--- src/verilog/pcisr_pkg.sv ---
`default_nettype none

package pcisr_pkg;

  // Byte offset of the status word in configuration space.
  localparam logic [7:0]  STATUS_OFFSET     = 8'h06;
  // Value of the whole word after reset: only the capability chain bit is one.
  localparam logic [15:0] STATUS_RESET      = 16'h0010;

  // Bit positions of the software-clearable error flags.
  localparam int          POISONED_RX_BIT   = 15;
  localparam int          FATAL_MSG_BIT     = 14;
  localparam int          UNSUP_CPL_RX_BIT  = 13;
  localparam int          CA_RX_BIT         = 12;
  localparam int          CA_TX_BIT         = 11;
  localparam int          MASTER_POISON_BIT = 8;

  // Bit positions of the fixed fields.
  localparam int          DEVSEL_LSB        = 9;
  localparam int          DEVSEL_MSB        = 10;
  localparam int          BACK_TO_BACK_BIT  = 7;
  localparam int          HIGH_SPEED_BIT    = 5;
  localparam int          CAP_CHAIN_BIT     = 4;
  localparam int          INT_PENDING_BIT   = 3;

  // Which bits hold flags, which read as constant one, which read as zero.
  localparam logic [15:0] FLAG_MASK         = 16'hF900;
  localparam logic [15:0] CONST_ONE_MASK    = 16'h0010;
  localparam logic [15:0] CONST_ZERO_MASK   = 16'h06EF;
  // Reserved positions only: bit 6 and bits 2 to 0.
  localparam logic [15:0] RESERVED_MASK     = 16'h0047;
  localparam logic [15:0] FLAG_RESET        = 16'h0000;
  localparam logic [15:0] ALL_ZERO          = 16'h0000;

endpackage : pcisr_pkg

`default_nettype wire

--- src/verilog/pcisr_flag_if.sv ---
`timescale 1ns/10ps
`default_nettype none

// Carries set and clear requests to the flag store and the stored flags back.
interface pcisr_flag_if;
  logic [15:0] set;
  logic [15:0] clr;
  logic [15:0] flags;

  modport bank (input set, input clr, output flags);
  modport ctrl (output set, output clr, input flags);
endinterface : pcisr_flag_if

`default_nettype wire

--- src/verilog/pcisr_flag_bank.sv ---
`timescale 1ns/10ps
`default_nettype none

module pcisr_flag_bank (
  input  wire logic clk,
  input  wire logic rst_n,
  pcisr_flag_if.bank fl
);

  logic [15:0] flags_q;
  logic [15:0] flags_d;

  // A set in the same cycle as a clear wins, so no event is lost to a clear.
  always_comb begin
    flags_d = ((flags_q & ~fl.clr) | fl.set) & pcisr_pkg::FLAG_MASK;
  end

  // Only the flag positions are stored; every other bit is fixed in the read image.
  always_ff @(posedge clk or negedge rst_n) begin
    if (!rst_n) begin
      flags_q <= pcisr_pkg::FLAG_RESET;
    end else begin
      flags_q <= flags_d;
    end
  end

  assign fl.flags = flags_q;
endmodule : pcisr_flag_bank

`default_nettype wire

--- src/verilog/pcisr_status_reg.sv ---
// How it works
// - A poisoned packet received on the link sets flag bit 15 whatever the parity enable says.
// - Sending a fatal or nonfatal error message sets flag bit 14 only while the system-error enable is high.
// - Receiving a completion with unsupported-request status sets flag bit 13.
// - Receiving a completion with completer-abort status sets flag bit 12.
// - Answering a request with a completer-abort completion sets flag bit 11.
// - The select-timing field in bits 10 to 9 always reads as zero.
// - With the parity enable high, a poisoned data completion or a poisoned write sets flag bit 8.
// - Bit 7, the back-to-back capability, always reads as zero.
// - Bit 5, the high-speed capability, always reads as zero.
// - Bit 4 always reads as one to show that a capability chain is present.
// - Bit 3, the interrupt-pending indication, always reads as zero.
// - Reserved bit 6 and reserved bits 2 to 0 always read as zero.
// - The word sits at offset 06h, resets to 0010h, and only its flag bits can change.
`timescale 1ns/10ps
`default_nettype none

module pcisr_status_reg (
  input  wire logic        clk,
  input  wire logic        rst_n,
  input  wire logic        cfg_rd,
  input  wire logic        cfg_wr,
  input  wire logic [7:0]  cfg_addr,
  input  wire logic [1:0]  cfg_be,
  input  wire logic [15:0] cfg_wdata,
  output var  logic [15:0] cfg_rdata,
  output var  logic        cfg_rd_valid,
  input  wire logic        system_error_enable,
  input  wire logic        parity_response_enable,
  input  wire logic        poisoned_tlp_rx,
  input  wire logic        err_msg_tx,
  input  wire logic        ur_cpl_rx,
  input  wire logic        ca_cpl_rx,
  input  wire logic        ca_cpl_tx,
  input  wire logic        poisoned_cpl_data_rx,
  input  wire logic        poisoned_wr_req
);

  // The word decodes on its 16-bit pair of bytes, so 06h and 07h both reach it.
  function automatic logic addr_hit(input logic [7:0] addr);
    addr_hit = (addr[7:1] == pcisr_pkg::STATUS_OFFSET[7:1]);
  endfunction : addr_hit

  // Builds the value software sees from the stored flags and the fixed fields.
  function automatic logic [15:0] read_image(input logic [15:0] flags);
    // Masking to the flag positions forces every fixed-zero field low.
    read_image = (flags & pcisr_pkg::FLAG_MASK) | pcisr_pkg::CONST_ONE_MASK;
  endfunction : read_image

  pcisr_flag_if fl ();

  logic        rd_hit;
  logic        wr_hit;
  logic        fatal_evt;
  logic        master_poison_evt;
  logic [15:0] cfg_rdata_q;
  logic [15:0] cfg_rdata_d;
  logic        cfg_rd_valid_q;

  // Access decode shared by the read and the write path.
  assign rd_hit = cfg_rd && addr_hit(cfg_addr);
  assign wr_hit = cfg_wr && addr_hit(cfg_addr);

  // The two enable-gated events; the other four flags take their event as is.
  assign fatal_evt         = err_msg_tx && system_error_enable;
  assign master_poison_evt = parity_response_enable &&
                             (poisoned_cpl_data_rx || poisoned_wr_req);

  // Hardware events mapped onto their flag positions.
  always_comb begin
    fl.set                               = pcisr_pkg::ALL_ZERO;
    fl.set[pcisr_pkg::POISONED_RX_BIT]   = poisoned_tlp_rx;
    fl.set[pcisr_pkg::FATAL_MSG_BIT]     = fatal_evt;
    fl.set[pcisr_pkg::UNSUP_CPL_RX_BIT]  = ur_cpl_rx;
    fl.set[pcisr_pkg::CA_RX_BIT]         = ca_cpl_rx;
    fl.set[pcisr_pkg::CA_TX_BIT]         = ca_cpl_tx;
    fl.set[pcisr_pkg::MASTER_POISON_BIT] = master_poison_evt;
  end

  // Every flag sits in the upper byte, so only that lane can clear anything.
  // Ones written to read-only positions are masked off and have no effect.
  always_comb begin
    fl.clr = pcisr_pkg::ALL_ZERO;
    if (wr_hit && cfg_be[1]) begin
      fl.clr = cfg_wdata & pcisr_pkg::FLAG_MASK;
    end
  end

  pcisr_flag_bank u_flag_bank (
    .clk   (clk),
    .rst_n (rst_n),
    .fl    (fl)
  );

  // A read returns the word as it stood before any clear in the same cycle.
  // Unmapped reads answer zero so a stray access never looks like an error.
  always_comb begin
    cfg_rdata_d = pcisr_pkg::ALL_ZERO;
    if (rd_hit) begin
      cfg_rdata_d = read_image(fl.flags);
    end
  end

  // Read data register; it stores the whole read image, fixed fields included, on each read of the word, and zero on other reads.
  always_ff @(posedge clk or negedge rst_n) begin
    if (!rst_n) begin
      cfg_rdata_q <= pcisr_pkg::ALL_ZERO;
    end else if (cfg_rd) begin
      cfg_rdata_q <= cfg_rdata_d;
    end
  end

  // Read answer strobe, one cycle after each read request.
  always_ff @(posedge clk or negedge rst_n) begin
    if (!rst_n) begin
      cfg_rd_valid_q <= 1'b0;
    end else begin
      cfg_rd_valid_q <= cfg_rd;
    end
  end

  assign cfg_rdata    = cfg_rdata_q;
  assign cfg_rd_valid = cfg_rd_valid_q;
endmodule : pcisr_status_reg

`default_nettype wire
--- config.mk ---
export PLATFORM = sky130hd
export DESIGN_NAME = pcisr_status_reg
export DESIGN_NICKNAME = d
export VERILOG_FILES = /design/src/verilog/pcisr_pkg.sv /design/src/verilog/pcisr_flag_if.sv /design/src/verilog/pcisr_flag_bank.sv /design/src/verilog/pcisr_status_reg.sv
export SDC_FILE = /design/constraint.sdc
export NUM_CORES = 1
export LEC_CHECK = 0
export BUFFER_PORTS_ARGS = -buffer_cell sky130_fd_sc_hd__buf_4
export CORE_MARGIN = 2
export CORE_UTILIZATION = 35
export CTS_BUF_LIST = sky130_fd_sc_hd__clkbuf_4 sky130_fd_sc_hd__clkbuf_8
export DETAILED_ROUTE_END_ITERATION = 16
export GPL_TIMING_DRIVEN = 1
export MAX_ROUTING_LAYER = met4
export PLACE_DENSITY_LB_ADDON = 0.12
export SYNTH_ARGS = -nofsm -noshare
export SYNTH_HDL_FRONTEND = slang
export SYNTH_SLANG_ARGS = --single-unit
--- constraint.sdc ---
create_clock -name clk -period 0.8 [get_ports clk]
set_clock_uncertainty 0.1 [all_clocks]
set_input_delay 0.16 -clock clk [delete_from_list [all_inputs] [get_ports clk]]
set_output_delay 0.16 -clock clk [all_outputs]
set_load 0.02 [all_outputs]
==> results.yml, run 1 <==
status:
  outcome: "complete, but fails checks"
  violations: "negative hold slack, negative setup slack"
sta:
  hold_ws_ns: -0.0286
  grt_setup_unrepaired: "yes"
  hold_violations: 1
  finalWorstSetupSlack_ns: -0.272
  drv_slew: 0
  fmax_mhz: 933
  fin_crit_ns: 1.07
  finalSetupViolCount: 11
  fin_crit_sh_pct: 134
finish:
  post-route-util_pct: 60.4
  seqCellArea_sq_um: 350
  final.fill_count: 179
  final_nets: 151
  multiInputGateArea_sq_um: 269
  final_area_sq_um: 1070
  diodes: 0
  layout-drive-gt1-share_pct: 46.8
  area_delta_synth_final_pct: 60.2
route:
  ant_nets: 0
  wl_per_cell_um: 10.4
  via_per_inst: 4.41
  drt-pass1-iter-count: 2
  routed_wirelength_um: 1410
  num_vias: 600
  drc_errors: 0
  dr.first_iter.drc_count: 5
synth:
  synth_seq_cells: 14
  yosys_warnings: 0
  synth_top_area_share_pct: 52.6
  synth_top_area_cell: "dfrtp_1"
  synth_compound_area_share_pct: 13.2
  syn_avg_cell_area_sq_um: 9.65
  synth_top_family_by_area: "simple AND/OR/NAND/NOR gates"
  synth-simple-area-share_pct: 16.0
  synth_adder_area_share_pct: 0
  synth_mux_area_share_pct: 2.26
  seq_area_frac_synth_pct: 52.6
  synth_cell_types: 18
  netlist_area_sq_um: 666
  synth.area.top_cells: "dfrtp_1 (53%), buf_4 (10%), o22ai_1 (5.6%)"
  synth-xor-area-share_pct: 0
  syn_inst: 69
clock_network:
  cts_hold_buf: 1
  ctsHtreeMaxLevel: 1
  clk_latency_ns: 0.27
  cts.clk_slew.worst_paths_ns: 0.08
  cts_root_buffer: "clkbuf_4"
  cts_buffers: 3
  cts_tree: "yes"
  cts_sinks: 14
  clockBufferDepth: 2
grt:
  grt_pass1_vias: 536
  grt_use_met1_pct: 16.2
  antenna_found_initial: 0
  use_met2_pct: 23.8
  track_usage_pct: 14.3
  grt-busiest-layer: "met2"
  overflow: 0
  grt_max_degree: 15
  grt_use_met3_pct: 1.13
  grt_pass1_wl_um: 2170
critical_path:
  cp_max_fo: 2
  cp-end-kind: "primary output"
  cp_slowest_stage_delay_ns: 0.40
  crit-reg2reg-launch: "cfg_rdata[4]"
  critPathLaunchType: "register"
  timing.critical_path.from: "cfg_rdata[4]"
  crit_required_ns: 0.54
  slowest_stage: "dfrtp_1"
  critical_path.top_delay_family: "flip-flops"
  path_buf_inv: 1
  critical_path_class: "register to primary output"
  arrival_ns: 0.81
  crit_chain: "buf_6"
floorplan:
  die_w_um: 47.6
  start_util_pct: 37.7
  ios: 56
  coreArea_sq_um: 1760
  row_count: 15
  die_h_um: 47.6
  die_area_sq_um: 2270
hold_path:
  hold_path_startpoint: "cfg_wdata[14]"
  hp-class: "input port to register"
placed_design:
  placed_area_sq_um: 955
  dp_slack_ns: -0.341
  gp_congestion: 0.756
  portBuffers: 34
pwr:
  powerDensity_nw_per_um2: 1370
  ir_drop_mv: 0.672
  cellLeakagePower_uw: 0.000512
  finalPower_uw: 1460
job:
  cap_violations: 0
worst reg2reg max path, cell delays in order, from the launching register on:
cell and delay [ns]:
dfrtp_1 0.40, buf_4 0.14, mux2_4 0.26
cells in the mapped netlist:
cell,instances
a2bb2oi_1,1
o22ai_1,6
nand4_1,2
nand2_1,7
o21ai_0,1
a21oi_1,6
dfrtp_1,14
nor3_2,1
conb_1,1
clkbuf_1,1
nor3b_1,4
nor2_1,5
buf_2,1
mux2_4,1
buf_4,9
inv_1,7
a31oi_1,1
and4_1,1
final cells by class:
class / instances / share of cell area (%)
multi-input combinational: 45 / 25.2
timing repair buffer: 41 / 33.1
clock buffer: 4 / 3.40
sequential: 14 / 32.9
inverter: 7 / 2.46
tap: 25 / 2.93
routing by layer:
| layer | up-vias | wire length [um] |
|---|---|---|
| met2 | 34 | 676 |
| met5 | - | 0 |
| li1 | 297 | - |
| met3 | 4 | 96 |
| met4 | 0 | 27 |
| met1 | 265 | 607 |
final timing paths:
path	endpoint	slack, ns	depth (start not counted)
max in group asynchronous	cfg_rdata[4]	0.28	2
min in group asynchronous	cfg_rd_valid	0.16	2
hold / removal	u_flag_bank.fl.flags[14]	-0.03	2
hold reg to reg	u_flag_bank.fl.flags[11]	0.43	2
setup reg to reg	cfg_rdata[4]	-0.21	2
setup / recovery	cfg_rdata[4]	-0.27	1
layout by cell type (no fill, tap or decap), drive strengths merged:
| master | count |
|---|---|
| dlygate4sd3 | 1 |
| nor3b | 4 |
| dfrtp | 14 |
| inv | 7 |
| a2bb2oi | 1 |
| buf | 40 |
| nand4 | 2 |
| conb | 9 |
| nor3 | 1 |
| a21oi | 6 |
| nor2 | 5 |
| and4 | 1 |
| a31oi | 1 |
| o21ai | 1 |
| nand2 | 7 |
| clkbuf | 4 |
| mux2 | 1 |
| o22ai | 6 |
logic make-up after synthesis:
kind of cell	after synthesis
and+or+nand+nor	20
muxes	1
buffers and inverters	18
AOI/OAI and AO/OA	15
DFF	14
other	1
where the power goes:
part	internal, uW	leakage (uW)	total, uW	switching [uW]
registers	713	0.000162	716	3.47
clock network	277	0.0000210	495	219
logic	128	0.000330	248	120
sequential cells by signal (all words and copies together) (netlist names):
register              flops
cfg_rd_valid              1
cfg_rdata                 7
u_flag_bank.fl.flags      6
timing repair:
action,in CTS,in global routing
endpoints found under the hold margin,15,1
buffers inserted,3,0
endpoints found under the setup margin,14,12
gates resized for setup,10,4
per-stage QoR:
step | instances | setup TNS [ns]
after CTS | 136 | -2.49
after detailed placement | 128 | -3.44
after global routing | 136 | -2.72
after global placement | 128 | -3.25
final | 136 | -2.35
after floorplan | 77 | -1.13
No activity file was read; power rests on OpenSTA's default activity.
==> inputs of run 2 (changes only) <==
--- a/config.mk
+++ b/config.mk
@@ -17,2 +17,3 @@
 export SYNTH_HDL_FRONTEND = slang
+export SYNTH_HIERARCHICAL = 1
 export SYNTH_SLANG_ARGS = --single-unit
==> constraint.sdc (replaced) <==
create_clock -name clk -period 1.3 [get_ports clk]
set_clock_uncertainty 0.1 [all_clocks]
set_input_delay 0.26 -clock clk [delete_from_list [all_inputs] [get_ports clk]]
set_output_delay 0.26 -clock clk [all_outputs]
set_load 0.1 [all_outputs]
==> run 2 against run 1 <==
  * The run ends with negative setup slack left
  * Global-route usage decreased by 1.1 points
  * Area after synthesis is 19% higher
  * Via count up 2.8%
  * Wire length increased by 7.7%
  * Core utilization is 7.1 points lower
  * Critical path type is now input port to register
  * Largest power group unchanged
  * Highest routed layer unchanged
==> results.yml, run 2 <==
status:
  outcome: "complete, but fails checks"
  violations: "negative setup slack"
finish:
  final.fill_count: 210
  diodes: 0
  final_common_cell: "buf_4"
  fin_cells: 143
  layout-drive-gt1-share_pct: 47.8
  final_area_sq_um: 1160
  area_delta_synth_final_pct: 46.6
  seqCellArea_sq_um: 354
  largest_reg_flops: 7
  final_cell_mix: "buf_4 (28), inv_1 (19), dfrtp_1 (11)"
  final_nets: 155
  multiInputGateArea_sq_um: 335
floorplan:
  ios: 56
  start_util_pct: 36.4
  row_count: 17
  die_w_um: 51.5
  die_h_um: 51.5
  coreArea_sq_um: 2170
  die_area_sq_um: 2650
placed_design:
  dp_slack_ns: -0.422
  gp_congestion: 0.720
  placed_area_sq_um: 1050
  portBuffers: 34
  dp_hpwl_um: 1170
  dpl.cell_count: 138
job:
  cap_violations: 0
critical_path:
  critPathLaunchType: "input port"
  arrival_ns: 1.50
  critical_path_class: "input port to register"
  slowest_stage: "or4_4"
  crit_required_ns: 1.37
  crit_chain: "buf_6, or4_4, nor4_2, inv_1, a21o_1"
  cp-end-kind: "register"
  cp_slowest_stage_delay_ns: 0.63
  cp_max_fo: 7
pwr:
  cellLeakagePower_uw: 0.000518
  powerDensity_nw_per_um2: 882
  finalPower_uw: 1020
  ir_drop_mv: 0.510
synth:
  yosys_warnings: 6
  syn_inst: 77
  netlist_area_sq_um: 790
  syn_avg_cell_area_sq_um: 10.3
sta:
  fin_crit_sh_pct: 110
  grt_setup_unrepaired: "yes"
  fin_crit_ns: 1.42
  finalSetupViolCount: 13
  drv_slew: 0
  hold_violations: 0
  fmax_mhz: 702
  tns_ns: -1.22
  finalWorstSetupSlack_ns: -0.124
clock_network:
  cts_tree: "yes"
  cts_sinks: 14
  clockBufferDepth: 2
  cts_buffers: 3
  cts_root_buffer: "clkbuf_4"
  clk_latency_ns: 0.27
  ctsHtreeMaxLevel: 1
  cts.clk_slew.worst_paths_ns: 0.09
grt:
  grt_pass1_vias: 572
  grt_max_degree: 16
  overflow: 0
  antenna_found_initial: 0
  track_usage_pct: 13.2
  grt_pass1_wl_um: 2620
route:
  via_per_inst: 4.31
  drt-pass1-iter-count: 4
  routed_wirelength_um: 1520
  ant_nets: 0
  drc_errors: 0
  dr.first_iter.drc_count: 11
  num_vias: 617
  wl_per_cell_um: 10.6
hold_path:
  hp-class: "input port to register"
-- run 2: worst paths after layout --
kind | from | endpoint | slack, ns | cells past startpoint
min in group asynchronous | rst_n | u_flag_bank/fl.flags[14] | 0.27 | 2
min reg2reg | u_flag_bank/fl.flags[12] | u_flag_bank/fl.flags[12] | 0.39 | 1
min | ca_cpl_rx | u_flag_bank/fl.flags[12] | 0.06 | 2
max in group asynchronous | rst_n | cfg_rdata[13] | 0.65 | 2
max reg2reg | u_flag_bank/fl.flags[8] | cfg_rdata[8] | 0.44 | 2
max | cfg_addr[3] | u_flag_bank/fl.flags[12] | -0.12 | 5
-- run 2: where the power goes --
part,internal [uW],switching [uW]
registers,439,1.80
logic,74.8,195
clock network,170,141
total,683,337
-- run 2: worst max-delay path, delay by kind of cell --
kind	cells	cell delay, ns
simple gates	2	0.94
compound gates	1	0.15
buf+inv	2	0.15
-- run 2: layout make-up --
cell class / instances / area share [%]
flip-flops and latches: 14 / 30.6
multi-input cells: 40 / 29.0
repair buffers: 38 / 28.1
inverters: 19 / 6.16
clock buffers: 4 / 3.14
well taps: 28 / 3.03
-- run 2: stage by stage --
| stage | utilization [%] | hold WS [ns] |
|---|---|---|
| 2_1_floorplan | - | -0.136 |
| 4_1_cts | 51.0 | 0.0585 |
| 6_report | 53.3 | 0.0589 |
| 3_5_place_dp | 48.3 | 0.0208 |
| 5_1_grt | 53.3 | 0.0555 |
| 3_3_place_gp | 48.3 | 0.0225 |
-- run 2: routing by layer --
metal | part of all wire [%] | track usage (%)
met5 | 0 | -
met4 | 0.46 | 2.63
met3 | 5.2 | 2.01
met2 | 53 | 22.9
met1 | 41 | 16.4
-- run 2: what timing repair did --
item | 4_1_cts | 5_1_grt
hold buffers | 1 | 0
hold endpoints to repair | 14 | 0
buffers inserted | 0 | 0
resized for setup | 3 | 10
gates cloned | 0 | 0
pin swaps | 5 | 4
endpoints found under the setup margin | 14 | 20
